### src/buck_seq_pkg.sv
package buck_seq_pkg;

  // clock and switching rate
  localparam int unsigned CLK_HZ = 50_000_000;
  localparam int unsigned SW_HZ = 600_000;
  // switching period rounds down, half period gives the 180 degree offset
  localparam int unsigned SW_PERIOD_CYC = CLK_HZ / SW_HZ;
  localparam int unsigned SW_HALF_CYC = SW_PERIOD_CYC / 2;
  localparam int unsigned SW_CNT_W = 7;

  // times in microseconds, as printed
  localparam int unsigned SS_TIME_US = 1000;
  localparam int unsigned HIC_WAIT_US = 500;
  localparam int unsigned HIC_TIME_US = 14000;
  localparam int unsigned POK_DEGLITCH_US = 100;
  localparam int unsigned STOP_GAP_US = 1000;
  localparam int unsigned CYC_PER_US = CLK_HZ / 1_000_000;

  // derived cycle counts
  localparam int unsigned SS_CYC = SS_TIME_US * CYC_PER_US;
  localparam int unsigned HIC_WAIT_CYC = HIC_WAIT_US * CYC_PER_US;
  localparam int unsigned HIC_TIME_CYC = HIC_TIME_US * CYC_PER_US;
  localparam int unsigned POK_DEGLITCH_CYC = POK_DEGLITCH_US * CYC_PER_US;
  localparam int unsigned STOP_GAP_CYC = STOP_GAP_US * CYC_PER_US;
  localparam int unsigned CNT_W = 20;

  // converter count and synchroniser width
  localparam int unsigned NCONV = 3;
  localparam int unsigned PIN_W = 39;

  // register map, byte addresses
  localparam logic [7:0] REG_CONTROL = 8'h00;
  localparam logic [7:0] REG_STATUS = 8'h04;
  localparam int unsigned CTRL_PSM_BIT = 0;
  localparam logic CTRL_PSM_RESET = 1'b1;
  localparam logic [1:0] RESP_OKAY = 2'h0;
  localparam logic [1:0] RESP_SLVERR = 2'h2;

  // comparator flags of one power stage
  typedef struct packed {
    logic in_window;   // feedback inside 95/105 window
    logic out_window;  // feedback outside 92.5/107.5 window
    logic overshoot;   // feedback above overvoltage threshold
    logic boot_low;    // boot capacitor below its lockout
    logic peak_trip;   // switch current reached reference
    logic zero_cur;    // inductor current reached zero
    logic err_low;     // loop error below low level
    logic src_limit;   // low-side sourcing limit
    logic sink_limit;  // low-side sinking limit
    logic overload;    // loop demands overload current
  } conv_flags_t;

  // sequencer states, one-hot
  typedef enum logic [3:0] {
    SEQ_IDLE = 4'h1,
    SEQ_UP = 4'h2,
    SEQ_ON = 4'h4,
    SEQ_DOWN = 4'h8
  } seq_state_t;

  // status register layout
  typedef struct packed {
    logic [13:0] zero;
    logic pin_level;
    seq_state_t seq;
    logic auto_mode;
    logic lockout;
    logic thermal;
    logic pok;
    logic [2:0] win_ok;
    logic [2:0] hiccup;
    logic [2:0] active;
  } status_t;

  // state of one switch cell
  typedef struct packed {
    logic hs;
    logic ls;
    logic hold;
    logic hic;
    logic [CNT_W-1:0] cnt;
  } cell_state_t;

endpackage : buck_seq_pkg

### src/buck_switch_cell.sv
`timescale 1ns/1ps

module buck_switch_cell #(
  parameter int unsigned HIC_WAIT = buck_seq_pkg::HIC_WAIT_CYC,
  parameter int unsigned HIC_TIME = buck_seq_pkg::HIC_TIME_CYC
) (
  // clock and reset
  input wire logic aclk,
  input wire logic aresetn,
  // control
  input wire logic run,
  input wire logic cycle_start,
  input wire logic psm_en,
  input wire buck_seq_pkg::conv_flags_t flags,
  // switch commands and state
  output logic hs_on,
  output logic ls_on,
  output logic in_hiccup
);

  buck_seq_pkg::cell_state_t s_r; // registered state
  buck_seq_pkg::cell_state_t s_nxt; // next state

  // switch decisions, later overrides win
  always_comb begin
    s_nxt = s_r;
    if (!run) begin
      // converter stopped: both switches off
      s_nxt = '0;
    end else if (s_r.hic) begin
      // hiccup pause, then restart
      s_nxt.hs = 1'b0;
      s_nxt.ls = 1'b0;
      s_nxt.cnt = s_r.cnt + 1'b1;
      if (s_r.cnt >= buck_seq_pkg::CNT_W'(HIC_TIME - 1)) begin
        s_nxt.hic = 1'b0;
        s_nxt.cnt = '0;
      end
    end else begin
      // cycle start: new high-side pulse unless skipped
      if (cycle_start) begin
        s_nxt.hold = 1'b0;
        if (flags.src_limit) begin
          s_nxt.hs = 1'b0;
          s_nxt.ls = 1'b1;
        end else begin
          s_nxt.hs = 1'b1;
          s_nxt.ls = 1'b0;
        end
      end
      // peak current ends the on-time
      if (flags.peak_trip && s_r.hs) begin
        s_nxt.hs = 1'b0;
        s_nxt.ls = 1'b1;
      end
      // boot recharge
      if (flags.boot_low) begin
        s_nxt.hs = 1'b0;
        s_nxt.ls = 1'b1;
      end
      // overshoot blocks high side until next cycle start
      if (flags.overshoot) begin
        s_nxt.hs = 1'b0;
      end
      // no reverse current in light load
      if (psm_en && flags.zero_cur) begin
        s_nxt.ls = 1'b0;
      end
      // sinking limit: both off for rest of cycle
      if (flags.sink_limit) begin
        s_nxt.hold = 1'b1;
      end
      if (s_nxt.hold) begin
        s_nxt.hs = 1'b0;
        s_nxt.ls = 1'b0;
      end
      // low error level stops switching
      if (flags.err_low) begin
        s_nxt.hs = 1'b0;
        s_nxt.ls = 1'b0;
      end
      // overload persistence timer
      s_nxt.cnt = flags.overload ? s_r.cnt + 1'b1 : '0;
      if (flags.overload && s_r.cnt >= buck_seq_pkg::CNT_W'(HIC_WAIT - 1)) begin
        s_nxt.hic = 1'b1;
        s_nxt.cnt = '0;
        s_nxt.hs = 1'b0;
        s_nxt.ls = 1'b0;
      end
    end
  end

  // state register
  always_ff @(posedge aclk) begin
    if (!aresetn) begin
      s_r <= '0;
    end else begin
      s_r <= s_nxt;
    end
  end

  assign hs_on = s_r.hs;
  assign ls_on = s_r.ls;
  assign in_hiccup = s_r.hic;

endmodule : buck_switch_cell

### src/buck_sequencer.sv
// How it works
// - select high with enable one or two set turns on automatic sequencing
// - enables one and two pick the order
// - enable three starts or stops the sequence
// - select low: each enable drives own converter
// - input lockout forces every converter off
// - boot low: high side off, low on
// - converter one switches half period offset
// - overshoot holds high side off till cycle
// - zero current turns low side off
// - low error level stops both switches of its own converter
// - peak current ends high-side on-time
// - sourcing limit skips next high-side pulse
// - sinking limit: both off rest of cycle
// - persistent overload causes hiccup shutdown, restart
// - power ok floats when all in window
// - power ok low when out of window
// - power ok low on faults, softstart, enables
// - overtemperature stops; cool-down reruns power-up
// - power ok after sequence, regulation, deglitch
// - converters two, three ramp one millisecond
`timescale 1ns/1ps

module buck_sequencer #(
  parameter int unsigned SS_CYC = buck_seq_pkg::SS_CYC,
  parameter int unsigned HIC_WAIT_CYC = buck_seq_pkg::HIC_WAIT_CYC,
  parameter int unsigned HIC_TIME_CYC = buck_seq_pkg::HIC_TIME_CYC,
  parameter int unsigned POK_DEGLITCH_CYC = buck_seq_pkg::POK_DEGLITCH_CYC,
  parameter int unsigned STOP_GAP_CYC = buck_seq_pkg::STOP_GAP_CYC
) (
  // clock and reset
  input wire logic aclk,
  input wire logic aresetn,
  // mode and enable pins
  input wire logic sequence_select,
  input wire logic converter_one_enable,
  input wire logic converter_two_enable,
  input wire logic converter_three_enable,
  // global comparator flags
  input wire logic supply_low_lockout,
  input wire logic over_temp,
  input wire logic cool_down,
  input wire logic converter_one_softstart,
  // per-converter comparator flags, index 0 is converter one
  input wire buck_seq_pkg::conv_flags_t [2:0] conv_flags,
  // switch commands
  output logic [2:0] high_side_on,
  output logic [2:0] low_side_on,
  // open-drain power ok pin
  input wire logic power_ok_output_i,
  output logic power_ok_output_o,
  output logic power_ok_output_oe,
  // axi4-lite write address
  input wire logic [7:0] s_axi_awaddr,
  input wire logic s_axi_awvalid,
  output logic s_axi_awready,
  // axi4-lite write data
  input wire logic [31:0] s_axi_wdata,
  input wire logic [3:0] s_axi_wstrb,
  input wire logic s_axi_wvalid,
  output logic s_axi_wready,
  // axi4-lite write response
  output logic [1:0] s_axi_bresp,
  output logic s_axi_bvalid,
  input wire logic s_axi_bready,
  // axi4-lite read address
  input wire logic [7:0] s_axi_araddr,
  input wire logic s_axi_arvalid,
  output logic s_axi_arready,
  // axi4-lite read data
  output logic [31:0] s_axi_rdata,
  output logic [1:0] s_axi_rresp,
  output logic s_axi_rvalid,
  input wire logic s_axi_rready
);

  // all state of this module
  typedef struct packed {
    logic [buck_seq_pkg::PIN_W-1:0] sync1;   // first synchroniser stage
    logic [buck_seq_pkg::PIN_W-1:0] sync2;   // second synchroniser stage
    logic [buck_seq_pkg::SW_CNT_W-1:0] sw_cnt; // switching period counter
    buck_seq_pkg::seq_state_t seq;           // sequencer state
    logic [1:0] step;                        // stage within the order
    logic [buck_seq_pkg::CNT_W-1:0] tmr;     // shutdown stage gap timer
    logic [2:0] auto_run;                    // run mask from sequencer
    logic thermal;                           // thermal shutdown latched
    logic [2:0] win_ok;                      // window hysteresis per converter
    logic [2:0][buck_seq_pkg::CNT_W-1:0] ss_cnt; // soft-start timers
    logic [buck_seq_pkg::CNT_W-1:0] pok_cnt; // power ok deglitch
    logic pok;                               // power ok released
    logic psm_en;                            // light-load mode enable
    logic bvalid;                            // write response pending
    logic [1:0] bresp;                       // write response code
    logic rvalid;                            // read data pending
    logic [1:0] rresp;                       // read response code
    logic [31:0] rdata;                      // read data
  } top_state_t;

  top_state_t s_r; // registered state
  top_state_t s_nxt; // next state

  // synchronised pin view
  logic [buck_seq_pkg::PIN_W-1:0] pins_raw; // raw pins, packed
  buck_seq_pkg::conv_flags_t [2:0] flags_s; // synchronised flags
  logic mode_s; // sequence select
  logic [2:0] en_s; // enables, index 0 is converter one
  logic lockout_s; // input undervoltage
  logic hot_s; // over-temperature
  logic cool_s; // cool-down reached
  logic ss1_s; // converter one soft-start done
  logic pin_level_s; // power ok pin level

  // derived control
  logic auto_mode; // automatic sequencing active
  logic fault; // lockout or thermal
  logic [2:0] run; // run command per converter
  logic [2:0] hiccup; // converter in hiccup
  logic [2:0] active; // converter switching
  logic [2:0] ss_done; // soft-start finished
  logic tick_one; // cycle start of converter one
  logic tick_two; // cycle start of converters two and three
  logic [5:0] order_up; // start order, three 2-bit indexes
  logic [5:0] order_dn; // stop order, three 2-bit indexes
  logic [1:0] idx; // converter of the current stage
  logic pok_cond; // power ok conditions met
  logic wr_go; // write address and data taken
  logic rd_go; // read address taken
  buck_seq_pkg::status_t status; // status register image

  // order table: {third, second, first}, converter index 0..2
  function automatic logic [5:0] seq_order(input logic en1, input logic en2,
                                           input logic up);
    logic [5:0] o;
    o = 6'h00;
    case ({en1, en2})
      2'h3: o = up ? {2'h2, 2'h1, 2'h0} : {2'h0, 2'h1, 2'h2};
      2'h1: o = up ? {2'h2, 2'h0, 2'h1} : {2'h1, 2'h0, 2'h2};
      2'h2: o = up ? {2'h0, 2'h2, 2'h1} : {2'h1, 2'h2, 2'h0};
      default: o = 6'h00; // reserved, never used
    endcase
    return o;
  endfunction : seq_order

  // pins into one vector for the synchroniser
  assign pins_raw = {conv_flags, sequence_select, converter_three_enable,
                     converter_two_enable, converter_one_enable,
                     supply_low_lockout, over_temp, cool_down,
                     converter_one_softstart, power_ok_output_i};

  // decode second synchroniser stage only
  assign flags_s = s_r.sync2[38:9];
  assign mode_s = s_r.sync2[8];
  assign en_s = s_r.sync2[7:5];
  assign lockout_s = s_r.sync2[4];
  assign hot_s = s_r.sync2[3];
  assign cool_s = s_r.sync2[2];
  assign ss1_s = s_r.sync2[1];
  assign pin_level_s = s_r.sync2[0];

  // switching clocks, converter one half a period later
  assign tick_two = (s_r.sw_cnt == '0);
  assign tick_one = (s_r.sw_cnt == buck_seq_pkg::SW_CNT_W'(buck_seq_pkg::SW_HALF_CYC));

  // mode and run selection
  assign auto_mode = mode_s && (en_s[0] || en_s[1]);
  assign fault = lockout_s || s_r.thermal;
  assign order_up = seq_order(en_s[0], en_s[1], 1'b1);
  assign order_dn = seq_order(en_s[0], en_s[1], 1'b0);
  assign idx = (s_r.seq == buck_seq_pkg::SEQ_DOWN) ?
               order_dn[2*s_r.step +: 2] : order_up[2*s_r.step +: 2];

  // run per converter
  always_comb begin
    if (fault) begin
      run = 3'h0;
    end else if (auto_mode) begin
      run = s_r.auto_run;
    end else if (mode_s) begin
      run = 3'h0; // reserved combination
    end else begin
      run = en_s;
    end
  end

  assign active = run & ~hiccup;

  // soft-start done: pin for one, timer for two, three
  assign ss_done[0] = active[0] && ss1_s;
  assign ss_done[1] = active[1] && (s_r.ss_cnt[1] >= buck_seq_pkg::CNT_W'(SS_CYC));
  assign ss_done[2] = active[2] && (s_r.ss_cnt[2] >= buck_seq_pkg::CNT_W'(SS_CYC));

  // power stage per converter
  genvar gi;
  generate
    for (gi = 0; gi < 3; gi++) begin : g_cell
      buck_switch_cell #(
        .HIC_WAIT(HIC_WAIT_CYC),
        .HIC_TIME(HIC_TIME_CYC)
      ) u_cell (
        .aclk(aclk),
        .aresetn(aresetn),
        .run(run[gi]),
        .cycle_start((gi == 0) ? tick_one : tick_two),
        .psm_en(s_r.psm_en),
        .flags(flags_s[gi]),
        .hs_on(high_side_on[gi]),
        .ls_on(low_side_on[gi]),
        .in_hiccup(hiccup[gi])
      );
    end
  endgenerate

  // power ok conditions
  assign pok_cond = (&s_r.win_ok) && (&ss_done) && !fault
                    && (auto_mode ? (s_r.seq == buck_seq_pkg::SEQ_ON) && en_s[2]
                                  : (&en_s) && !mode_s);

  // bus handshakes
  assign wr_go = s_axi_awvalid && s_axi_wvalid && !s_r.bvalid;
  assign rd_go = s_axi_arvalid && !s_r.rvalid;
  assign s_axi_awready = wr_go;
  assign s_axi_wready = wr_go;
  assign s_axi_arready = !s_r.rvalid;

  // status image
  always_comb begin
    status = '0;
    status.pin_level = pin_level_s;
    status.seq = s_r.seq;
    status.auto_mode = auto_mode;
    status.lockout = lockout_s;
    status.thermal = s_r.thermal;
    status.pok = s_r.pok;
    status.win_ok = s_r.win_ok;
    status.hiccup = hiccup;
    status.active = active;
  end

  // next state
  always_comb begin
    s_nxt = s_r;
    // two-stage synchroniser
    s_nxt.sync1 = pins_raw;
    s_nxt.sync2 = s_r.sync1;
    // switching period counter
    if (s_r.sw_cnt == buck_seq_pkg::SW_CNT_W'(buck_seq_pkg::SW_PERIOD_CYC - 1)) begin
      s_nxt.sw_cnt = '0;
    end else begin
      s_nxt.sw_cnt = s_r.sw_cnt + 1'b1;
    end
    // thermal latch, set wins over the cool-down clear
    if (hot_s) begin
      s_nxt.thermal = 1'b1;
    end else if (cool_s) begin
      s_nxt.thermal = 1'b0;
    end
    // window hysteresis per converter
    for (int i = 0; i < 3; i++) begin
      if (flags_s[i].out_window) begin
        s_nxt.win_ok[i] = 1'b0;
      end else if (flags_s[i].in_window) begin
        s_nxt.win_ok[i] = 1'b1;
      end
      // soft-start timers restart whenever converter stops
      if (!active[i]) begin
        s_nxt.ss_cnt[i] = '0;
      end else if (s_r.ss_cnt[i] < buck_seq_pkg::CNT_W'(SS_CYC)) begin
        s_nxt.ss_cnt[i] = s_r.ss_cnt[i] + 1'b1;
      end
    end
    // sequencer
    case (s_r.seq)
      buck_seq_pkg::SEQ_IDLE: begin
        s_nxt.auto_run = 3'h0;
        s_nxt.step = 2'h0;
        if (auto_mode && en_s[2] && !fault) begin
          s_nxt.seq = buck_seq_pkg::SEQ_UP;
        end
      end
      buck_seq_pkg::SEQ_UP: begin
        s_nxt.auto_run[idx] = 1'b1;
        if (!en_s[2]) begin
          s_nxt.seq = buck_seq_pkg::SEQ_DOWN;
          s_nxt.step = 2'h0;
          s_nxt.tmr = '0;
        end else if (ss_done[idx]) begin
          // next stage only after previous ramp ends
          if (s_r.step == 2'h2) begin
            s_nxt.seq = buck_seq_pkg::SEQ_ON;
          end else begin
            s_nxt.step = s_r.step + 1'b1;
          end
        end
      end
      buck_seq_pkg::SEQ_ON: begin
        if (!en_s[2]) begin
          s_nxt.seq = buck_seq_pkg::SEQ_DOWN;
          s_nxt.step = 2'h0;
          s_nxt.tmr = '0;
        end
      end
      buck_seq_pkg::SEQ_DOWN: begin
        s_nxt.auto_run[idx] = 1'b0;
        s_nxt.tmr = s_r.tmr + 1'b1;
        if (s_r.tmr >= buck_seq_pkg::CNT_W'(STOP_GAP_CYC - 1)) begin
          s_nxt.tmr = '0;
          if (s_r.step == 2'h2) begin
            s_nxt.seq = buck_seq_pkg::SEQ_IDLE;
          end else begin
            s_nxt.step = s_r.step + 1'b1;
          end
        end
      end
      default: begin
        s_nxt.seq = buck_seq_pkg::SEQ_IDLE;
      end
    endcase
    // fault or leaving auto mode aborts the sequence
    if (fault || !auto_mode) begin
      s_nxt.seq = buck_seq_pkg::SEQ_IDLE;
      s_nxt.auto_run = 3'h0;
      s_nxt.step = 2'h0;
    end
    // power ok deglitch, any loss drops it at once
    if (!pok_cond) begin
      s_nxt.pok_cnt = '0;
      s_nxt.pok = 1'b0;
    end else if (s_r.pok_cnt >= buck_seq_pkg::CNT_W'(POK_DEGLITCH_CYC - 1)) begin
      s_nxt.pok = 1'b1;
    end else begin
      s_nxt.pok_cnt = s_r.pok_cnt + 1'b1;
    end
    // write channel: address and data taken together
    if (s_r.bvalid && s_axi_bready) begin
      s_nxt.bvalid = 1'b0;
    end
    if (wr_go) begin
      s_nxt.bvalid = 1'b1;
      s_nxt.bresp = buck_seq_pkg::RESP_OKAY;
      if (s_axi_awaddr == buck_seq_pkg::REG_CONTROL) begin
        if (s_axi_wstrb[0]) begin
          s_nxt.psm_en = s_axi_wdata[buck_seq_pkg::CTRL_PSM_BIT];
        end
      end else if (s_axi_awaddr != buck_seq_pkg::REG_STATUS) begin
        s_nxt.bresp = buck_seq_pkg::RESP_SLVERR; // unmapped
      end
    end
    // read channel
    if (s_r.rvalid && s_axi_rready) begin
      s_nxt.rvalid = 1'b0;
    end
    if (rd_go) begin
      s_nxt.rvalid = 1'b1;
      s_nxt.rresp = buck_seq_pkg::RESP_OKAY;
      if (s_axi_araddr == buck_seq_pkg::REG_CONTROL) begin
        s_nxt.rdata = {31'h0, s_r.psm_en};
      end else if (s_axi_araddr == buck_seq_pkg::REG_STATUS) begin
        s_nxt.rdata = status;
      end else begin
        s_nxt.rdata = 32'h0; // unmapped
        s_nxt.rresp = buck_seq_pkg::RESP_SLVERR;
      end
    end
  end

  // state register
  always_ff @(posedge aclk) begin
    if (!aresetn) begin
      s_r <= '0;
      s_r.seq <= buck_seq_pkg::SEQ_IDLE;
      s_r.psm_en <= buck_seq_pkg::CTRL_PSM_RESET;
    end else begin
      s_r <= s_nxt;
    end
  end

  // open-drain pin pulls low unless power ok
  assign power_ok_output_o = 1'b0;
  assign power_ok_output_oe = !s_r.pok;

  // bus outputs from flip-flops
  assign s_axi_bvalid = s_r.bvalid;
  assign s_axi_bresp = s_r.bresp;
  assign s_axi_rvalid = s_r.rvalid;
  assign s_axi_rresp = s_r.rresp;
  assign s_axi_rdata = s_r.rdata;

endmodule : buck_sequencer

### config.mk
export PLATFORM = sky130hd
export DESIGN_NAME = buck_sequencer
export DESIGN_NICKNAME = d
export VERILOG_FILES = /design/src/buck_seq_pkg.sv /design/src/buck_switch_cell.sv /design/src/buck_sequencer.sv
export SDC_FILE = /design/constraint.sdc
export NUM_CORES = 1
export LEC_CHECK = 0
export BUFFER_PORTS_ARGS = -buffer_cell sky130_fd_sc_hd__buf_2
export CORE_ASPECT_RATIO = 1.75
export CORE_MARGIN = 5
export CORE_UTILIZATION = 34
export CTS_BUF_LIST = sky130_fd_sc_hd__clkbuf_8 sky130_fd_sc_hd__clkbuf_16
export DETAILED_ROUTE_END_ITERATION = 10
export HOLD_SLACK_MARGIN = 0.1
export PLACE_DENSITY_LB_ADDON = 0.25
export SETUP_SLACK_MARGIN = 0.3
export SYNTH_ARGS = -nofsm -noshare
export SYNTH_HDL_FRONTEND = slang
export SYNTH_SLANG_ARGS = --single-unit
export TNS_END_PERCENT = 5
### constraint.sdc
create_clock -name aclk -period 6.9 [get_ports aclk]
set_input_delay 0.69 -clock aclk [delete_from_list [all_inputs] [get_ports aclk]]
set_output_delay 0.69 -clock aclk [all_outputs]
set_load 0.05 [all_outputs]
# Word level (Yosys, flattened, before mapping)
# Cells that the tools add are included.
dict set report op_classes {
  addsub 9
  n_lt_le_gt_ge 14
  bitwise_logic 9
  n_shift 2
  muxes 69
  eq_ne 19
  reduce_logical 71
  div_mod_pow 0
  mul 0
}
# operator count
set op_table {}
lappend op_table {{21-bit two-way mux} 9}
lappend op_table {{20-bit by 1-bit adder with 20-bit output, second input constant} 7}
lappend op_table {{20-bit two-way mux} 4}
lappend op_table {{20-bit by 15-bit >= comparator with 1-bit output, second input constant} 3}
lappend op_table {{20-bit by 16-bit >= comparator with 1-bit output, second input constant} 3}
lappend op_table {{20-bit >= comparator, second input constant} 3}
lappend op_table {{20-bit case mux with 3 select lines} 1}
lappend op_table {{26-bit two-way mux} 2}
lappend op_table {{20-bit by 16-bit < comparator with 1-bit output, second input constant} 2}
lappend op_table {{18-bit two-way mux} 2}
lappend op_table {{35-bit two-way mux} 1}
lappend op_table {{9-bit OR reduction} 3}
lappend op_table {{1-bit logical AND} 26}
lappend op_table {{2-bit two-way mux} 12}
lappend op_table {{1-bit two-way mux} 22}
lappend op_table {{7-bit OR reduction} 3}
lappend op_table {{20-bit by 13-bit >= comparator with 1-bit output, second input constant} 1}
lappend op_table {{6-bit case mux with 3 select lines} 1}
lappend op_table {{8-bit zero test} 2}
lappend op_table {{4-bit case mux with 4 select lines} 1}
lappend op_table {{5-bit case mux with 3 select lines} 1}
lappend op_table {{3-bit AND reduction} 5}
lappend op_table {{3-bit nonzero test} 5}
lappend op_table {{3-bit two-way mux} 4}
lappend op_table {{37 further kinds} 70}
dict set report totals {
  mem_bits_ro 0
  latch_bits 0
  mem_count 0
  reg_bits 290
  ram_bits 0
  out_inout_bits 49
}

# Depth between registers and ports, before layout
# Gate-level depths: netlist of the first run.
dict set report depth {
  depth_word 11
  depth_mapped 9
  mapped_depth_nobuf 9
}

# Hierarchy
# From an unflattened synthesis of the first run, not the netlist that was laid out.
dict set report unflattened {
  hier_cells 1270
  hier_area_um2 11756.3
}
# module n_inst area_per_inst_um2 cells_per_inst
set by_module_without_submodules {}
lappend by_module_without_submodules {buck_sequencer 1 8025.2 862}
lappend by_module_without_submodules {{buck_switch_cell (g_cell[0].u_cell ...)} 2 1288.7 136}
lappend by_module_without_submodules {{buck_switch_cell (g_cell[2].u_cell)} 1 1153.6 136}

# Worst setup path after synthesis of the first run
# OpenSTA, ideal clock, no wires.
dict set report synth_path {
  path_type {input to output}
  start {input port s_axi_awvalid}
  end {output port s_axi_wready}
  path_slack_ps 4393
  t_arrival_ps 1817
  n_path_buf 1
  path_stages 3
  path_cell_list {nand2_1 -> nor2_1 -> buf_4}
}
dict set report synth_via {
  elab_chain_len 2
}
# item line_no
set synth_lines {}
lappend synth_lines {{start: declaration} buck_sequencer.sv:55} ;# input wire logic s_axi_awvalid,
lappend synth_lines {{1-bit logical AND (2 in a row)} buck_sequencer.sv:219} ;# assign wr_go = s_axi_awvalid && s_axi_wvalid && !s_r.bvalid;
lappend synth_lines {{end: declaration} buck_sequencer.sv:61} ;# output logic s_axi_wready,
# Every way passes these cells.

# Worst setup path after layout of the first run
dict set report layout_path {
  start {register s_r (netlist bit en_s[0])}
  end {register s_r[39] in the netlist's numbering}
}
dict set report layout_via {
  elab_chain_len 11
  word_cells_on_any_way 17
  cone_classes {4 x mux; 1 x bitwise; 12 x reduce/logical}
}
# item line_no
set layout_lines {}
lappend layout_lines {{start: declaration} buck_sequencer.sv:99} ;# top_state_t s_r;
lappend layout_lines {{start signal: assignment} buck_sequencer.sv:373} ;# s_r <= s_nxt;
lappend layout_lines {{1-bit logical OR} buck_sequencer.sv:165} ;# assign auto_mode = mode_s && (en_s[0] || en_s[1]);
lappend layout_lines {{1-bit logical AND} buck_sequencer.sv:165}
lappend layout_lines {{3-bit two-way mux} buck_sequencer.sv:176} ;# end else if (auto_mode) begin
lappend layout_lines {{3-bit two-way mux} buck_sequencer.sv:174} ;# if (fault) begin
lappend layout_lines {{3-bit AND} buck_sequencer.sv:185} ;# assign active = run & ~hiccup;
lappend layout_lines {{1-bit logical AND (on tied branches)} {buck_sequencer.sv:188, buck_sequencer.sv:189, buck_sequencer.sv:190}}
lappend layout_lines {{3-bit AND reduction} buck_sequencer.sv:214} ;# assign pok_cond = (&s_r.win_ok) && (&ss_done) && !fault
lappend layout_lines {{1-bit logical AND (2 in a row)} buck_sequencer.sv:214}
lappend layout_lines {{1-bit logical AND *} buck_sequencer.sv:215} ;# && (auto_mode ? (s_r.seq == buck_seq_pkg::SEQ_ON) && en_s[2]
lappend layout_lines {{2-bit AND reduction (no line) *} -}
# Every way passes the cells marked *; elsewhere a longest branch is shown, timed or not.
# A chain may end at the register's enable or synchronous reset.

==> results.md, run 1 <==
* Commonest non-fill, non-tap cell in the layout: dfxtp_1
* Total Power at 3280 uW
* Die X at 148 um
* Slew @ Worst Pin at 926 ps
* Ports at 147
* Place WS at 3680 ps
* Cell row count at 88
* Fillers at 3280
* Met2 Use GR at 0.219
* Core Area at 0.0329 mm^2
* Vias in the first global route at 8156
* Post-CTS sizing at 0
* Die area at 0.0371 mm^2
* M1 GR Usage at 0.142
* Max Fanout on Critical Path at 21
* Power Dens Cells at 256 mW/mm^2
* CP Launch Type: flop
* Routed via count at 8317
* Critical Path Sink Type: flop
* Synthesized area at 0.0113 mm^2
* CTS tree: done
* Critical Path RT at 7360 ps
* Critical Path AT at 3630 ps
* GR peak layer: met2
* Starting density of the core at 0.343
* Initial antenna violation count at 0
* Ys flop type: dfxtp_1
* Worst skew pair latency at 540 ps
* Clock slew at reported path FFs at 70 ps
* Synth-to-Final Area Change at 13.5%
* HPWL after DPL at 16500 um
* Clk_skew at 16.9 ps
* Post-synth ARST share at 0
* Antenna viol nets, final at 0
* Proportion of layout cells with a drive suffix above 1 at 0.124
* Routability cong. at 0.777
* Synthesized flop and latch total at 274
* Syn_area_per_cell at 9.04 um^2
* Cts hold-fix bufs at 0
* WL final at 23000 um
* Max-slew violation count at 0
* DRT Pass-1 Iters at 4
* RSZ-0062 raised after global routing: false
* YS warnings at 0
* Input/output buffers at 95
* Sequential-to-total area share from yosys stat at 0.486
* Number of synthesized flops with an enable pin at 0
* Number of H-tree levels at 1
* Maxcap violations at 0
* CTS max path bufs at 3
* Clk sinks at 274
* Nets at 1425
* Pin count of the biggest net entering global routing at 92
* Clock Root Buffer: clkbuf_16
* Status: completed
* Setup TNS Final at 0 ps
* Rel. slew slack at 0.377
* Final critical-path share of the clock period at 0.460
* Critical path class: flop to flop
* Hold/Removal Path Class: input port to flop
* P_leak at 0.00477 uW
* ANT cells at 0
* Fmax at 315 MHz
* Drc violations at 0
* Global-route wire length before repair at 38400 um
* Routed len/inst at 13.3 um
* GRT Util Overall at 0.122
* Commonest non-fill, non-tap cells in the layout: 274 x dfxtp_1, 174 x nor2_1, 94 x buf_2
* Final hold viol count at 0
* Minimum clock period at 3170 ps
* Final setup fails at 0
* Distinct cells, synth at 63
* Remaining global-route overflow at 0
* Initial DRC count at 269
* Setup ws final at 3730 ps
* Die Ht at 251 um
* Met3 Use GR at 0.0233
* Synth Instances at 1250
* Vias/cell at 4.80
* CTS Buf Count at 27
* VDD IR max at 189 uV
* Number of setup buffers added after CTS at 0
## power by group
group / internal (uW) / total, uW / switching, uW
clock network: 921 / 1540 / 621
registers: 1610 / 1620 / 11.3
logic: 40.0 / 117 / 76.5
total: 2570 / 3280 / 709
## per-layer routing
layer | vias up | wire length [um]
met2 | 145 | 11300
met5 | - | 0
met4 | 0 | 684
li1 | 4286 | -
met3 | 40 | 1040
met1 | 3846 | 9970
## cell usage after synthesis (8+ instances only)
| library cell | number | area (um^2) |
|---|---|---|
| a21oi_1 | 48 | 240 |
| a22oi_1 | 19 | 143 |
| and2_1 | 85 | 532 |
| and3_1 | 33 | 206 |
| and4_1 | 8 | 70.1 |
| buf_4 | 45 | 338 |
| clkbuf_1 | 36 | 135 |
| dfxtp_1 | 274 | 5490 |
| ha_1 | 20 | 250 |
| inv_1 | 37 | 139 |
| nand2_1 | 80 | 300 |
| nand3_1 | 49 | 245 |
| nand4_1 | 27 | 169 |
| nor2_1 | 174 | 653 |
| nor2b_1 | 22 | 138 |
| nor3_1 | 13 | 65.1 |
| nor4_1 | 17 | 106 |
| o21ai_0 | 38 | 190 |
| or3_1 | 16 | 100 |
| or4_1 | 8 | 60.1 |
| xnor2_1 | 38 | 333 |
| xor2_1 | 61 | 534 |
## area by class of cell
cell class,instances,area [um^2],share of cell area
inverters,37,139,0.0108
multi-input cells,868,5240,0.408
clock inverters,17,200,0.0156
flip-flops and latches,274,5490,0.428
repair buffers,99,508,0.0396
well taps,405,507,0.0395
clock buffers,32,744,0.0581
## final timing paths
| kind | from | end | cells after the start | slack (ps) |
|---|---|---|---|---|
| hold / removal | conv_flags[1] | s_nxt[170] | 2 | 360 |
| setup / recovery | en_s[0] | s_r[39] | 8 | 3730 |
| hold reg to reg | flags_s[18] | s_r[121] | 1 | 390 |
| setup reg to reg | en_s[0] | s_r[39] | 8 | 3730 |
## flip-flops by register name (all words and copies together) (netlist names), 3 cells and up
| register | cells |
|---|---|
| s_r | 103 |
| s_nxt | 39 |
| g_cell.u_cell.s_r | 63 |
| flags_s | 30 |
| g_cell.u_cell.ls_on | 3 |
| g_cell.u_cell.hs_on | 3 |
| s_axi_rdata | 18 |
| en_s | 3 |
| g_cell.u_cell.in_hiccup | 3 |
## per-stage QoR
step	utilization	hold WS, ps	instances	cell area (um^2)
6_report	0.389	355	1732	12800
5_1_grt	0.389	335	1732	12800
4_1_cts	0.389	330	1732	12800
3_5_place_dp	0.361	378	1683	11900
3_3_place_gp	0.361	375	1683	11900
2_1_floorplan	-	373	1266	11400
## worst max-delay path, stage by stage (launching register included)
cell	delay, ps
dfxtp_1	420
inv_1	90
ha_1	250
nand3b_1	190
a21oi_2	260
and2_0	340
nand2_2	290
or4_1	980
a31oi_1	260
## cells by family (layout without fill, tap and decap cells)
logic type / after synthesis / in the layout / synth area share
fa+ha+maj: 20 / 20 / 0.0222
xor+xnor: 100 / 100 / 0.0792
simple gates: 562 / 562 / 0.254
other cells: 1 / 17 / 0.000332
flops: 274 / 274 / 0.486
mux: 5 / 5 / 0.00454
buf+inv: 124 / 185 / 0.0567
compound gates: 164 / 164 / 0.0974
Power figures use the tool's default switching activity.
==> run 2, diff against run 1 <==
==> constraint.sdc (replaced) <==
create_clock -name aclk -period 2.8 [get_ports aclk]
set_input_delay 0.28 -clock aclk [delete_from_list [all_inputs] [get_ports aclk]]
set_output_delay 0.28 -clock aclk [all_outputs]
set_load 0.05 [all_outputs]
==> results.md, run 2 (same netlist as run 1, synthesis figures left out) <==
* ANT cells at 0 (unchanged)
* Fmax at 412 MHz (+31%)
* Antenna viol nets, final at 0 (unchanged)
* Final setup fails at 0 (unchanged)
* Initial DRC count at 348 (+29%)
* Max-slew violation count at 0 (unchanged)
* Core Area at 0.0329 mm^2 (unchanged)
* CTS max path bufs at 3 (unchanged)
* Reg with most FFs: s_r
* Status: completed
* Clock Root Buffer: clkbuf_16
* Critical Path RT at 3260 ps (-4100 ps)
* Remaining global-route overflow at 0 (unchanged)
* P_leak at 0.00505 uW (+5.9%)
* Cell row count at 88 (unchanged)
* Slew @ Worst Pin at 846 ps (-79.7 ps)
* DR top layer: met4
* Starting density of the core at 0.343 (unchanged)
* Final critical-path share of the clock period at 0.867 (+0.407)
* Routed via count at 8674 (+4.3%)
* Commonest non-fill, non-tap cells in the layout: 272 x dfxtp_1, 174 x nor2_1, 94 x buf_2
* Clk sinks at 274 (unchanged)
* WL final at 23900 um (+3.9%)
* Fin cells at 1798 (+3.8%)
* Global-route wire length before repair at 40700 um (+5.8%)
* Worst skew pair latency at 540 ps (about the same)
* CTS Buf Count at 27 (unchanged)
* VDD IR max at 388 uV (+110%)
* Buf+Inv Stages, Crit Path at 2 (+1)
* Placed Cells at 1703 (+1.2%)
* Cells on worst reg2reg path at 7 (-1)
* Top delay family on crit path: simple AND/OR/NAND/NOR gates
* Drc violations at 0 (unchanged)
* Nets at 1492 (+4.7%)
* Hold depth at 4 (+2)
* Fillers at 3229 (-1.6%)
* Clk_skew at 7.51 ps (-9.38 ps)
* Initial antenna violation count at 0 (unchanged)
* Power Dens Cells at 582 mW/mm^2 (+130%)
* CTS tree: done
* Critical path class: flop to flop
* Most frequent CP cell: or4_1
* CP max-delay cell: or4_1
* Ports at 147 (unchanged)
* Met1 Wirelength at 10100 um (+1.2%)
* Setup TNS Final at 0 ps (unchanged)
* Die Ht at 251 um (unchanged)
* Flip-flop count of the largest register after layout at 103 (unchanged)
* Clock slew at reported path FFs at 60 ps (about the same)
* CP Depth at 7 (-1)
* DRT Pass-1 Iters at 4 (unchanged)
* Number of H-tree levels at 1 (unchanged)
* Synth-to-Final Area Change at 18.2%
* Die area at 0.0371 mm^2 (unchanged)
* Critical Path AT at 2890 ps (-740 ps)
* Routability cong. at 0.781 (+0.40%)
* Vias/cell at 4.82 (+0.46%)
* Final hold viol count at 0 (unchanged)
* Worst stage delay on the critical path at 560 ps (-420 ps)
* Die X at 148 um (unchanged)
* Rel. slew slack at 0.435 (+0.0574)
* Commonest non-fill, non-tap cell in the layout: dfxtp_1
* Maxcap violations at 0 (unchanged)
* Met3 WL at 1030 um (-0.96%)
* Hold slack at 124 ps (-231 ps)
* HPWL after DPL at 16800 um (+2.1%)
* DR WL met2 at 11900 um (+5.5%)
* Input/output buffers at 95 (unchanged)
* Critical Path Sink Type: flop
* Max Fanout on Critical Path at 21 (unchanged)
* Hold/Removal Path Class: input port to flop
* Routed len/inst at 13.3 um (about the same)
* Vias in the first global route at 8706 (+6.7%)
* Place WS at 279 ps (-3400 ps)
* Pin count of the biggest net entering global routing at 47 (-49%)
* Proportion of layout cells with a drive suffix above 1 at 0.135 (+0.0114)
* CP Launch Type: flop
* Minimum clock period at 2430 ps (-745 ps)
* GRT Util Overall at 0.129 (+0.00696)
* Crit-path cells: buf_4, nor4b_2, a21oi_1, or4_1, or4_1, buf_6, a31oi_1
* Setup ws final at 372 ps (-3360 ps)
* RSZ-0062 raised after global routing: true
-- run 2: final timing paths --
kind               endpoint  slack [ps]            start
max                 s_r[39]         370         s_r[149]
min          s_axi_rresp[1]         120  s_axi_araddr[3]
max reg2reg         s_r[39]         370         s_r[149]
min reg2reg        s_r[121]         390      flags_s[18]
-- run 2: worst reg2reg max path, delay by kind of cell, from the launching register on --
family,cells,cell delay (ps)
compound gates,2,290
simple gates,3,1370
buf+inv,2,380
flops,1,300
-- run 2: timing repair --
| item | in CTS | in global routing |
|---|---|---|
| resized for setup | 3 | 8 |
| hold buffers | 45 | 0 |
| endpoints found under the setup margin | 10 | 47 |
| cloned | 0 | 0 |
| buffers inserted | 0 | 2 |
| endpoints found under the hold margin | 43 | 0 |
| pin swaps | 1 | 2 |
-- run 2: per-stage QoR --
stage                      util  total power [uW]  cell area, um^2
after global routing      0.406              8100            13400
after detailed placement  0.365              4380            12000
after global placement    0.365              4380            12000
final                     0.406              7770            13400
after CTS                 0.405              7910            13300
after floorplan               -              4300            11400
-- run 2: where the power goes --
part	switching, uW	total [uW]	internal [uW]
Combinational	202	350	148
Clock	1500	3420	1920
Sequential	28.6	3990	3960
-- run 2: final cells by class --
type,instances,area (um^2),area share
clock buffer,30,717,0.0537
multi-input combinational,868,5260,0.394
clock inverter,18,116,0.00871
sequential,274,5490,0.411
inverter,37,139,0.0104
tap,405,507,0.0379
timing repair buffer,166,1130,0.0844
-- run 2: layer usage --
layer | vias up | track usage
met5 | - | 0
met4 | 0 | 0.0557
met3 | 50 | 0.0220
met2 | 162 | 0.234
met1 | 4042 | 0.148
li1 | 4420 | -
